$ cat src/hdl/cft_defines.svh
// Register map, field positions, reset values and limits of the closure-fault trip block
`ifndef CFT_DEFINES_SVH
`define CFT_DEFINES_SVH
`define CFT_AW 12
`define CFT_ADDR_CTRL 12'h000
`define CFT_ADDR_THR 12'h004
`define CFT_ADDR_STAT 12'h008
`define CFT_CTRL_EN_BIT 0
`define CFT_CTRL_SEL_LSB 4
`define CFT_CTRL_SEL_MSB 6
`define CFT_THR_MSB 9
`define CFT_THR_MIN 10'h00a
`define CFT_THR_MAX 10'h3e8
`define CFT_THR_RST 10'h0c8
`define CFT_EN_RST 1'h1
`define CFT_SEL_RST 3'h1
`define CFT_SEL_MAX 3'h6
`define CFT_PCT_SCALE 32'h0000_0064
`define CFT_STAT_TRIP_BIT 0
`define CFT_STAT_FOC_BIT 1
`define CFT_STAT_COND_BIT 2
`define CFT_STAT_ZONE_LSB 3
`define CFT_STAT_ZONE_MSB 7
`endif

$ cat src/hdl/cft_pkg.sv
// Types shared by the closure-fault trip block
package cft_pkg;
   // Trigger source choices, in register encoding order
   typedef enum logic [2:0] {
      CFT_SEL_OFF,
      CFT_SEL_ZONE1,
      CFT_SEL_ZONE2,
      CFT_SEL_ZONE3,
      CFT_SEL_ZONE4,
      CFT_SEL_ZONE5,
      CFT_SEL_FAST_OC
   } cft_sel_e;
endpackage : cft_pkg

$ cat src/hdl/cft_trip.sv
// Closure-fault trip logic with APB register slave
//
// The implementer's own choices: the APB interface to the registers and the register addresses.
`timescale 1ns/100ps
`default_nettype none
`include "cft_defines.svh"

module cft_trip #(
   parameter int SAMPLE_W = 16,
   parameter int RATED_CURRENT = 1000
) (
   input wire logic clk,
   input wire logic sys_rst,
   input wire logic psel,
   input wire logic penable,
   input wire logic pwrite,
   input wire logic [`CFT_AW-1:0] paddr,
   input wire logic [31:0] pwdata,
   output logic [31:0] prdata,
   output logic pready,
   output logic pslverr,
   input wire logic energise_condition_in,
   input wire logic zone1_started,
   input wire logic zone2_started,
   input wire logic zone3_started,
   input wire logic zone4_started,
   input wire logic zone5_started,
   input wire logic signed [SAMPLE_W-1:0] phase_l1_sample,
   input wire logic signed [SAMPLE_W-1:0] phase_l2_sample,
   input wire logic signed [SAMPLE_W-1:0] phase_l3_sample,
   output logic closure_fault_trip,
   output logic fast_overcurrent_started
);

   // Magnitude of a signed sample; the most negative code maps to its true size
   function automatic logic [SAMPLE_W-1:0] cft_mag(input logic signed [SAMPLE_W-1:0] s);
      logic [SAMPLE_W-1:0] m;
      m = s[SAMPLE_W-1] ? SAMPLE_W'(-s) : SAMPLE_W'(s);
      return m;
   endfunction : cft_mag

   // Percent comparison done in integers: |i|*100 > pct*rated, no division needed
   function automatic logic cft_above(input logic [SAMPLE_W-1:0] m,
                                      input logic [`CFT_THR_MSB:0] pct);
      logic [31:0] lhs;
      logic [31:0] rhs;
      lhs = 32'(m) * `CFT_PCT_SCALE;
      rhs = 32'(pct) * 32'(RATED_CURRENT);
      return lhs > rhs;
   endfunction : cft_above

   // Zone-started input belonging to a selection, low for non-zone choices
   function automatic logic cft_zone_pick(input logic [2:0] sel, input logic [4:0] zv);
      logic z;
      z = 1'b0;
      if (sel >= 3'(cft_pkg::CFT_SEL_ZONE1) && sel <= 3'(cft_pkg::CFT_SEL_ZONE5)) begin
         z = zv[3'(sel - 3'h1)];
      end
      return z;
   endfunction : cft_zone_pick

   logic ctrl_en_reg;
   logic ctrl_en_next;
   logic [2:0] ctrl_sel_reg;
   logic [2:0] ctrl_sel_next;
   logic [`CFT_THR_MSB:0] thr_reg;
   logic [`CFT_THR_MSB:0] thr_next;
   logic [31:0] prdata_reg;
   logic [31:0] prdata_next;
   logic trip_reg;
   logic trip_next;
   logic [4:0] zone_vec;
   logic foc_now;
   logic source_active;
   logic addr_ok;
   logic wr_access;
   logic [31:0] rd_word;
   logic zone_hit;

   // Zone general starts already merge all phases upstream
   assign zone_vec = {zone5_started, zone4_started, zone3_started,
                      zone2_started, zone1_started};

   // Raw sample compare per phase, deliberately unfiltered for speed
   assign foc_now = cft_above(cft_mag(phase_l1_sample), thr_reg) |
                    cft_above(cft_mag(phase_l2_sample), thr_reg) |
                    cft_above(cft_mag(phase_l3_sample), thr_reg);

   // Selected zone start as a named net, so checks can look back at it
   assign zone_hit = cft_zone_pick(ctrl_sel_reg, zone_vec);

   // Exactly one source is looked at; Off and unused codes select nothing
   always_comb begin
      source_active = 1'b0;
      case (cft_pkg::cft_sel_e'(ctrl_sel_reg))
         cft_pkg::CFT_SEL_OFF: source_active = 1'b0;
         cft_pkg::CFT_SEL_FAST_OC: source_active = foc_now;
         default: source_active = zone_hit;
      endcase
   end

   // Trip follows its cause every sample clock, no timer in the path
   always_comb begin
      trip_next = ctrl_en_reg & energise_condition_in & source_active;
   end

   // APB decode; zero wait states so pready is constant high
   assign addr_ok = (paddr == `CFT_ADDR_CTRL) || (paddr == `CFT_ADDR_THR) ||
                    (paddr == `CFT_ADDR_STAT);
   assign wr_access = psel & penable & pwrite & addr_ok;
   assign pready = 1'b1;
   assign pslverr = psel & penable & ~addr_ok;
   assign prdata = prdata_reg;

   // Read mux; status shows live state so software sees what trips
   always_comb begin
      rd_word = 32'h0000_0000;
      case (paddr)
         `CFT_ADDR_CTRL: begin
            rd_word[`CFT_CTRL_EN_BIT] = ctrl_en_reg;
            rd_word[`CFT_CTRL_SEL_MSB:`CFT_CTRL_SEL_LSB] = ctrl_sel_reg;
         end
         `CFT_ADDR_THR: begin
            rd_word[`CFT_THR_MSB:0] = thr_reg;
         end
         `CFT_ADDR_STAT: begin
            rd_word[`CFT_STAT_TRIP_BIT] = trip_reg;
            rd_word[`CFT_STAT_FOC_BIT] = foc_now;
            rd_word[`CFT_STAT_COND_BIT] = energise_condition_in;
            rd_word[`CFT_STAT_ZONE_MSB:`CFT_STAT_ZONE_LSB] = zone_vec;
         end
         default: rd_word = 32'h0000_0000;
      endcase
   end

   // Register writes; out-of-range values are refused so settings stay legal
   always_comb begin
      ctrl_en_next = ctrl_en_reg;
      ctrl_sel_next = ctrl_sel_reg;
      thr_next = thr_reg;
      prdata_next = prdata_reg;
      if (psel && !penable) begin
         prdata_next = rd_word;
      end
      if (wr_access && paddr == `CFT_ADDR_CTRL) begin
         ctrl_en_next = pwdata[`CFT_CTRL_EN_BIT];
         if (pwdata[`CFT_CTRL_SEL_MSB:`CFT_CTRL_SEL_LSB] <= `CFT_SEL_MAX) begin
            ctrl_sel_next = pwdata[`CFT_CTRL_SEL_MSB:`CFT_CTRL_SEL_LSB];
         end
      end
      if (wr_access && paddr == `CFT_ADDR_THR && pwdata[31:`CFT_THR_MSB+1] == '0 &&
          pwdata[`CFT_THR_MSB:0] >= `CFT_THR_MIN && pwdata[`CFT_THR_MSB:0] <= `CFT_THR_MAX) begin
         thr_next = pwdata[`CFT_THR_MSB:0];
      end
   end

   // State registers
   always_ff @(posedge clk) begin
      if (sys_rst) begin
         ctrl_en_reg <= `CFT_EN_RST;
         ctrl_sel_reg <= `CFT_SEL_RST;
         thr_reg <= `CFT_THR_RST;
         prdata_reg <= 32'h0000_0000;
         trip_reg <= 1'b0;
      end else begin
         ctrl_en_reg <= ctrl_en_next;
         ctrl_sel_reg <= ctrl_sel_next;
         thr_reg <= thr_next;
         prdata_reg <= prdata_next;
         trip_reg <= trip_next;
      end
   end

   // Detector status is combinational so a sample is seen in its own cycle
   assign fast_overcurrent_started = foc_now;
   assign closure_fault_trip = trip_reg;
endmodule : cft_trip
`default_nettype wire

$ cat config.mk
export PLATFORM = sky130hd
export DESIGN_NAME = cft_trip
export DESIGN_NICKNAME = d
export VERILOG_FILES = /design/src/hdl/cft_pkg.sv /design/src/hdl/cft_trip.sv
export VERILOG_INCLUDE_DIRS = /design/src /design/src/hdl
export SDC_FILE = /design/constraint.sdc
export NUM_CORES = 1
export LEC_CHECK = 0
export ABC_AREA = 1
export BUFFER_PORTS_ARGS = -buffer_cell sky130_fd_sc_hd__buf_2
export CORE_UTILIZATION = 54
export DETAILED_ROUTE_END_ITERATION = 12
export HOLD_SLACK_MARGIN = 0.02
export PLACE_DENSITY = 0.84
export REMOVE_ABC_BUFFERS = 1
export SYNTH_ARGS = -nofsm -noshare
export SYNTH_HDL_FRONTEND = slang
export SYNTH_SLANG_ARGS = --single-unit
$ cat constraint.sdc
create_clock -name clk -period 5.1 [get_ports clk]
set_clock_uncertainty 0.15 [all_clocks]
set_input_delay 0.255 -clock clk [delete_from_list [all_inputs] [get_ports clk]]
set_output_delay 0.255 -clock clk [all_outputs]
set_load 0.005 [all_outputs]
# --- Yosys cells after proc, flatten, opt, wreduce, memory -nomap -nowiden ---
# Cells that the tools add are included.
word_totals:
  ff_bits: 25
  wordCells: 60
  inputBits: 103
  out_inout_bits: 36
classes:
  reduce_logical: 14
  n_eq_ne: 3
  n_lt_le_gt_ge: 9
  bitwise: 9
  n_mux: 12
  addsub: 4
  mul: 4
ops:
  columns: ["cell", "count"]
  rows:
  - ["> comparator 23 x 20 -> 1 bit", 3]
  - ["multiplier 16 x 5 -> 21 bit, second input constant", 3]
  - ["2-to-1 mux 16 bit", 3]
  - ["negation 16 bit", 3]
  - ["logical NOT 22 bit", 1]
  - ["multiplier 10 x 7 -> 17 bit, second input constant", 1]
  - ["equality test 12 x 3 -> 1 bit, second input constant", 1]
  - ["equality test 12 x 4 -> 1 bit, second input constant", 1]
  - ["logical NOT 12 bit", 1]
  - ["greater-or-equal comparator 10 x 4 -> 1 bit, second input constant", 1]
  - ["<= comparator 10 bit, second input constant", 1]
  - ["one-hot mux 3 bit (3 select lines)", 1]
  - ["logical AND 1 bit", 7]
  - ["bitwise AND 1 bit", 6]
  - ["<= comparator 3 bit, second input constant", 2]
  - ["one-hot mux 3 bit (2 select lines)", 1]
  - ["less-than comparator 3 x 4 -> 1 bit, second input constant", 1]
  - ["one-hot mux 1 bit (2 select lines)", 2]
  - ["binary-select mux 1 bit (select 3 bit)", 1]
  - ["equality test 3 bit, second input constant", 1]
  - ["greater-or-equal comparator 3 x 1 -> 1 bit, second input constant", 1]
  - ["logical NOT 3 bit", 1]
  - ["one-hot mux 1 bit (3 select lines)", 1]
  - ["subtractor 3 x 1 -> 3 bit, second input constant", 1]
  - ["other kinds (7)", 10]

# --- Longest topological paths before layout ---
depth:
  ltp_word: 8
  depth_mapped: 38
  ltp_nobuf: 38

# --- Least setup slack after synthesis ---
# OpenSTA, ideal clock, no wires.
synth_path:
  path_type: "reg-to-reg"
  start: "register thr_reg[2]"
  end: "register trip_reg (netlist: closure_fault_trip)"
  stages_incl_launch_ff: 36
  path_buffers: 0
  period_less_slack_ps: 5631
  setup_time_ps: 112
  t_required_ps: 4838
  setup_slack_ps: -531
  arrival_time_ps: 5369
  path_cell_list: "dfxtp_1 inv_1 fa_1 fa_1 inv_1 fa_1 inv_1 fa_1 inv_1 ha_1 nand2_1 nor3_1 nand2_1 o211ai_1 nand2_1 nand2_1 nand2_1 nand2_1 a21oi_1 o21bai_1 nand2_1 nand2_1 a21oi_1 xnor2_1 ha_1 nand3_1 nor4b_1 nand3_1 nor2_1 nand4_1 nand2_1 nand2_1 inv_2 nand3_4 o21ai_2 inv_1"
synth_between:
  elab_chain_len: 6
  word_cells_on_any_way: 8
  cone_classes: "mul: 1; order compare: 3; mux: 1; bitwise: 3"
synth_rtl:
  columns: ["item", "line_no", "text"]
  rows:
  - ["from (decl)", "cft_trip.sv:66", "logic [`CFT_THR_MSB:0] thr_reg;"]
  - ["from (signal assigned)", "cft_trip.sv:162", "thr_reg <= `CFT_THR_RST;"]
  - ["from (signal assigned)", "cft_trip.sv:168", "thr_reg <= thr_next;"]
  - ["multiplier 10 x 7 -> 17 bit *", "cft_trip.sv:48", "rhs = 32'(pct) * 32'(RATED_CURRENT);"]
  - ["> comparator 23 x 20 -> 1 bit", "cft_trip.sv:49", "return lhs > rhs;"]
  - ["bitwise OR 1 bit", "cft_trip.sv:85", "assign foc_now = cft_above(cft_mag(phase_l1_sample), thr_reg) |"]
  - ["bitwise OR 1 bit *", "cft_trip.sv:86", "cft_above(cft_mag(phase_l2_sample), thr_reg) |"]
  - ["named net fast_overcurrent_started", "cft_trip.sv:32", "output logic fast_overcurrent_started"]
  - ["one-hot mux 1 bit (2 select lines) *", "cft_trip.sv:95", "case (cft_pkg::cft_sel_e'(ctrl_sel_reg))"]
  - ["bitwise AND 1 bit *", "cft_trip.sv:104", "trip_next = ctrl_en_reg & energise_condition_in & source_active;"]
  - ["to (signal assigned)", "cft_trip.sv:170", "trip_reg <= trip_next;"]
  - ["to (decl)", "cft_trip.sv:70", "logic trip_reg;"]
# The timed path passes the listed nets; every way through them passes the cells marked *.
# A chain may end at the register's enable or synchronous reset.

# --- Worst setup path in the final report ---
layout_path:
  start: "register thr_reg[5]"
  end: "output port fast_overcurrent_started"
layout_between:
  elab_chain_len: 4
  word_cells_on_any_way: 6
  cone_classes: "mul: 1; order compare: 3; bitwise: 2"
layout_rtl:
  columns: ["item", "line_no"]
  rows:
  - ["multiplier 10 x 7 -> 17 bit *", "cft_trip.sv:48"]
  - ["> comparator 23 x 20 -> 1 bit", "cft_trip.sv:49"]
  - ["bitwise OR 1 bit", "cft_trip.sv:85"]
  - ["bitwise OR 1 bit *", "cft_trip.sv:86"]
  - ["to (decl)", "cft_trip.sv:32"]
# Mark *: on every way between the ends. The rest lies on a longest branch, timed or not.

==> PnR_summary.wiki <==
{| class="wikitable"
! Metric !! Value
|-
| Met2 routed wirelength || 15.9 mm
|-
| Highest Signal Layer || met4
|-
| Setup TNS after final layout || -3.77 ns
|-
| Slew Viols, Final || 0
|-
| Worst reg2reg setup slack || -1.23 ns
|-
| Overall overflow remaining after global route || 0
|-
| Design Area, Final || 0.0138 mm²
|-
| Maximum buffer depth of the clock tree || 2
|-
| Cell leakage power || 0.00807 µW
|-
| Data required time at the worst endpoint || 4.70 ns
|-
| Worst setup EP type || primary output
|-
| Initial antenna violation count || 0
|-
| Antenna-violating nets left || 0
|-
| Post-detailed-placement half-perimeter wirelength || 24.6 mm
|-
| # port buffers || 115
|-
| I/O pin total || 139
|-
| Synth warnings || 0
|-
| Arrival time reported for the critical path endpoint || 6.06 ns
|-
| Failing checks || negative setup slack
|-
| Post-cts hold buffer count || 0
|-
| Post-Route WL || 31.6 mm
|-
| Routed len/inst || 14.6 µm
|-
| Number of global-route vias before repair || 11500
|-
| Kind of cell adding the most delay to the critical path || adder cells
|-
| Area of placed instances || 0.0135 mm²
|-
| Internal || 2510 µW
|-
| Clock Root Buffer || clkbuf_16
|-
| Final setup violating endpoints || 3
|-
| Clock insertion delay at the later pin of the skew report || 0.26 ns
|-
| FMAX || 155 MHz
|-
| Type of the worst min-delay path || in2reg
|-
| Die X || 144 µm
|-
| Max Cap Violations || 0
|-
| Count of unique library cells instantiated by Yosys || 56
|-
| Worst Tran Pin Value || 0.876 ns
|-
| Antenna fix cells || 0
|-
| Unrepaired setup endpoints after global routing || yes
|-
| Post-synth EDFFs || 0
|-
| Number of core rows || 51
|-
| Run status || finished with violations
|-
| TritonCTS Buffers || 3
|-
| Area of the core || 0.0196 mm²
|-
| Total track usage || 29.0%
|-
| Syn-to-layout area delta || 26.6%
|-
| Share of power burned in the clock network || 3.4%
|-
| Pin count of the biggest net entering global routing || 17
|-
| Netlist area before placement || 0.0109 mm²
|-
| Global-route wire length before repair || 48.9 mm
|-
| Portion of total power attributed to combinational logic || 92.8%
|-
| Die ar. || 0.0207 mm²
|-
| Sequential share of power || 3.8%
|-
| Normalized max-slew margin || 41.4%
|-
| TritonCTS sink count || 25
|-
| Vias after detailed routing || 11700
|-
| TritonCTS clock tree || yes
|-
| Power per unit of standard cell area || 377 mW/mm²
|-
| Total routed wire length on the met1 layer || 11.2 mm
|-
| Min Tclk post-route || 6.47 ns
|-
| Total net switching power || 2690 µW
|-
| Effective utilization at floorplan || 55.6%
|-
| Vias per inst || 5.40
|-
| Final hold viol count || 0
|-
| Number of remaining DRC errors || 0
|-
| Die height || 144 µm
|-
| Clock-pin slew on the worst setup and hold paths || 0.06 ns
|-
| Post-synth top flop || dfxtp_1
|-
| Highest fanout seen on the critical path || 3
|-
| Detail Route met3 WL || 2.02 mm
|-
| Combined buffer and inverter count along the critical path || 6
|-
| Critical path launch point type || flop
|-
| Largest vdd supply drop || 0.000260 V
|-
| Fin nets || 2309
|-
| First drt pass iteration count || 5
|-
| Stage delay of the slowest cell on the critical path || 0.55 ns
|-
| Layout cells sized above 1 || 26.1%
|-
| Ys async rst share || 0%
|-
| Setup slack after layout || -1.37 ns
|-
| Number of DRC violations after detailed-routing iteration 0 || 629
|-
| RD Place Congestion || 0.889
|-
| Seq cells post-synth || 25
|-
| Number of H-tree branching levels || 1
|-
| Period utilisation layout || 127%
|-
| Mean post-synth cell area || 7.11 µm²
|-
| Switch share || 51.8%
|-
| Setup Crit Path Kind || reg2out
|-
| Number of instances in the synthesized netlist || 1532
|-
| Sequential cell area fraction in the yosys report || 4.60%
|-
| Worst path most repeated cell || nand2_1
|-
| Slowest cell on crit path || fa_1
|}
==> per-layer routing <==
metal	global-route usage, %	vias to the layer above
met1	29.8	5324
met2	56.3	512
li1	-	5576
met5	0	-
met3	2.88	238
met4	16.9	0
==> what timing repair did <==
action                     CTS  global route
setup buffers                8             4
setup endpoints to repair    3             3
gates resized for setup     23            13
pin swaps                   24            24
==> layout by cell type, fill, tap and decap left out, types with 12 or more instances in the layout <==
cell type	n
nand2_2	29
xor2_1	57
dfxtp_1	22
xnor2_1	25
buf_2	114
nand2_1	263
nand4_1	29
o21ai_0	33
buf_4	251
conb_1	23
nor4_1	12
nor2_1	63
inv_1	364
nand3_1	49
inv_2	20
a21oi_1	72
fa_1	62
ha_1	244
nor3_1	14
==> layout make-up <==
class / instances / area (µm²)
repair buffers: 368 / 2490
clock buffers: 4 / 78.8
well taps: 265 / 332
flip-flops and latches: 25 / 504
inverters: 387 / 1460
fillers: 1404 / 5800
multi-input cells: 1110 / 8930
==> Yosys cell counts (3+ instances only) <==
cell type	count	area, µm²
o211ai_1	11	82.6
buf_4	23	173
nor4_1	12	75.1
a21oi_2	8	70.1
inv_2	14	52.6
o21a_1	3	22.5
nor4_4	3	63.8
nand2_1	266	998
nor3_1	17	85.1
dfxtp_1	25	500
a31oi_1	9	56.3
ha_1	248	3100
a211oi_2	6	75.1
o21ai_0	33	165
fa_1	63	1260
o21ai_2	3	26.3
nand4_1	29	181
xor2_1	57	499
nand3_1	50	250
o21bai_1	6	45.0
nand3b_1	6	45.0
o221ai_1	4	35.0
nand2_2	26	163
a21oi_1	75	375
nor2_1	63	236
nor2_4	3	33.8
inv_1	372	1400
o31ai_1	7	52.6
clkbuf_1	6	22.5
nor4_2	3	37.5
a21o_1	7	52.6
nand3_2	8	80.1
xnor2_1	28	245
nor2_2	7	43.8
==> worst min-delay path, delay by kind of cell <==
family | cells | cell delay [ns]
AOI/OAI and AO/OA | 2 | 0.14
buffers and inverters | 1 | 0.11
==> per-stage QoR <==
step	worst slack, ns	total power, µW	std cells	hold WS [ns]	util, %
after floorplan	-0.531	3190	1522	0.174	-
after global placement	-0.721	4630	2143	0.304	68.8
after detailed placement	-0.959	4860	2143	0.304	68.8
after CTS	-1.07	5080	2155	0.122	70.0
after global routing	-1.59	5830	2159	0.147	70.4
final	-1.37	5200	2159	0.135	70.4
==> path summary, 6_finish.rpt <==
check | depth (start not counted) | startpoint | endpoint
min | 3 | pwdata[7] | thr_reg[7]
max reg2reg | 37 | thr_reg[5] | closure_fault_trip
min reg2reg | 2 | prdata[0] | prdata[0]
max | 34 | thr_reg[5] | fast_overcurrent_started
==> cells by family (layout without fill, tap and decap cells) <==
group / count (synthesis) / count (layout) / share of synthesized area (%)
simple gates: 504 / 504 / 22.0
buf+inv: 418 / 759 / 15.3
fa+ha+maj: 311 / 311 / 40.1
compound gates: 187 / 187 / 11.1
xor+xnor: 85 / 85 / 6.84
flops: 25 / 25 / 4.60
other cells: 2 / 23 / 0.0690
==> power by group through the flow <==
| stage | Clock, µW | Sequential (µW) | Combinational, µW |
|---|---|---|---|
| 4_1_cts | 177 | 198 | 4700 |
| 6_report | 176 | 199 | 4820 |
| 3_5_place_dp | 0 | 203 | 4650 |
| 5_1_grt | 184 | 199 | 5450 |
| 3_3_place_gp | 0 | 203 | 4430 |
| 2_1_floorplan | 0 | 203 | 2980 |
Note: power is estimated with default switching activity, not from simulation.
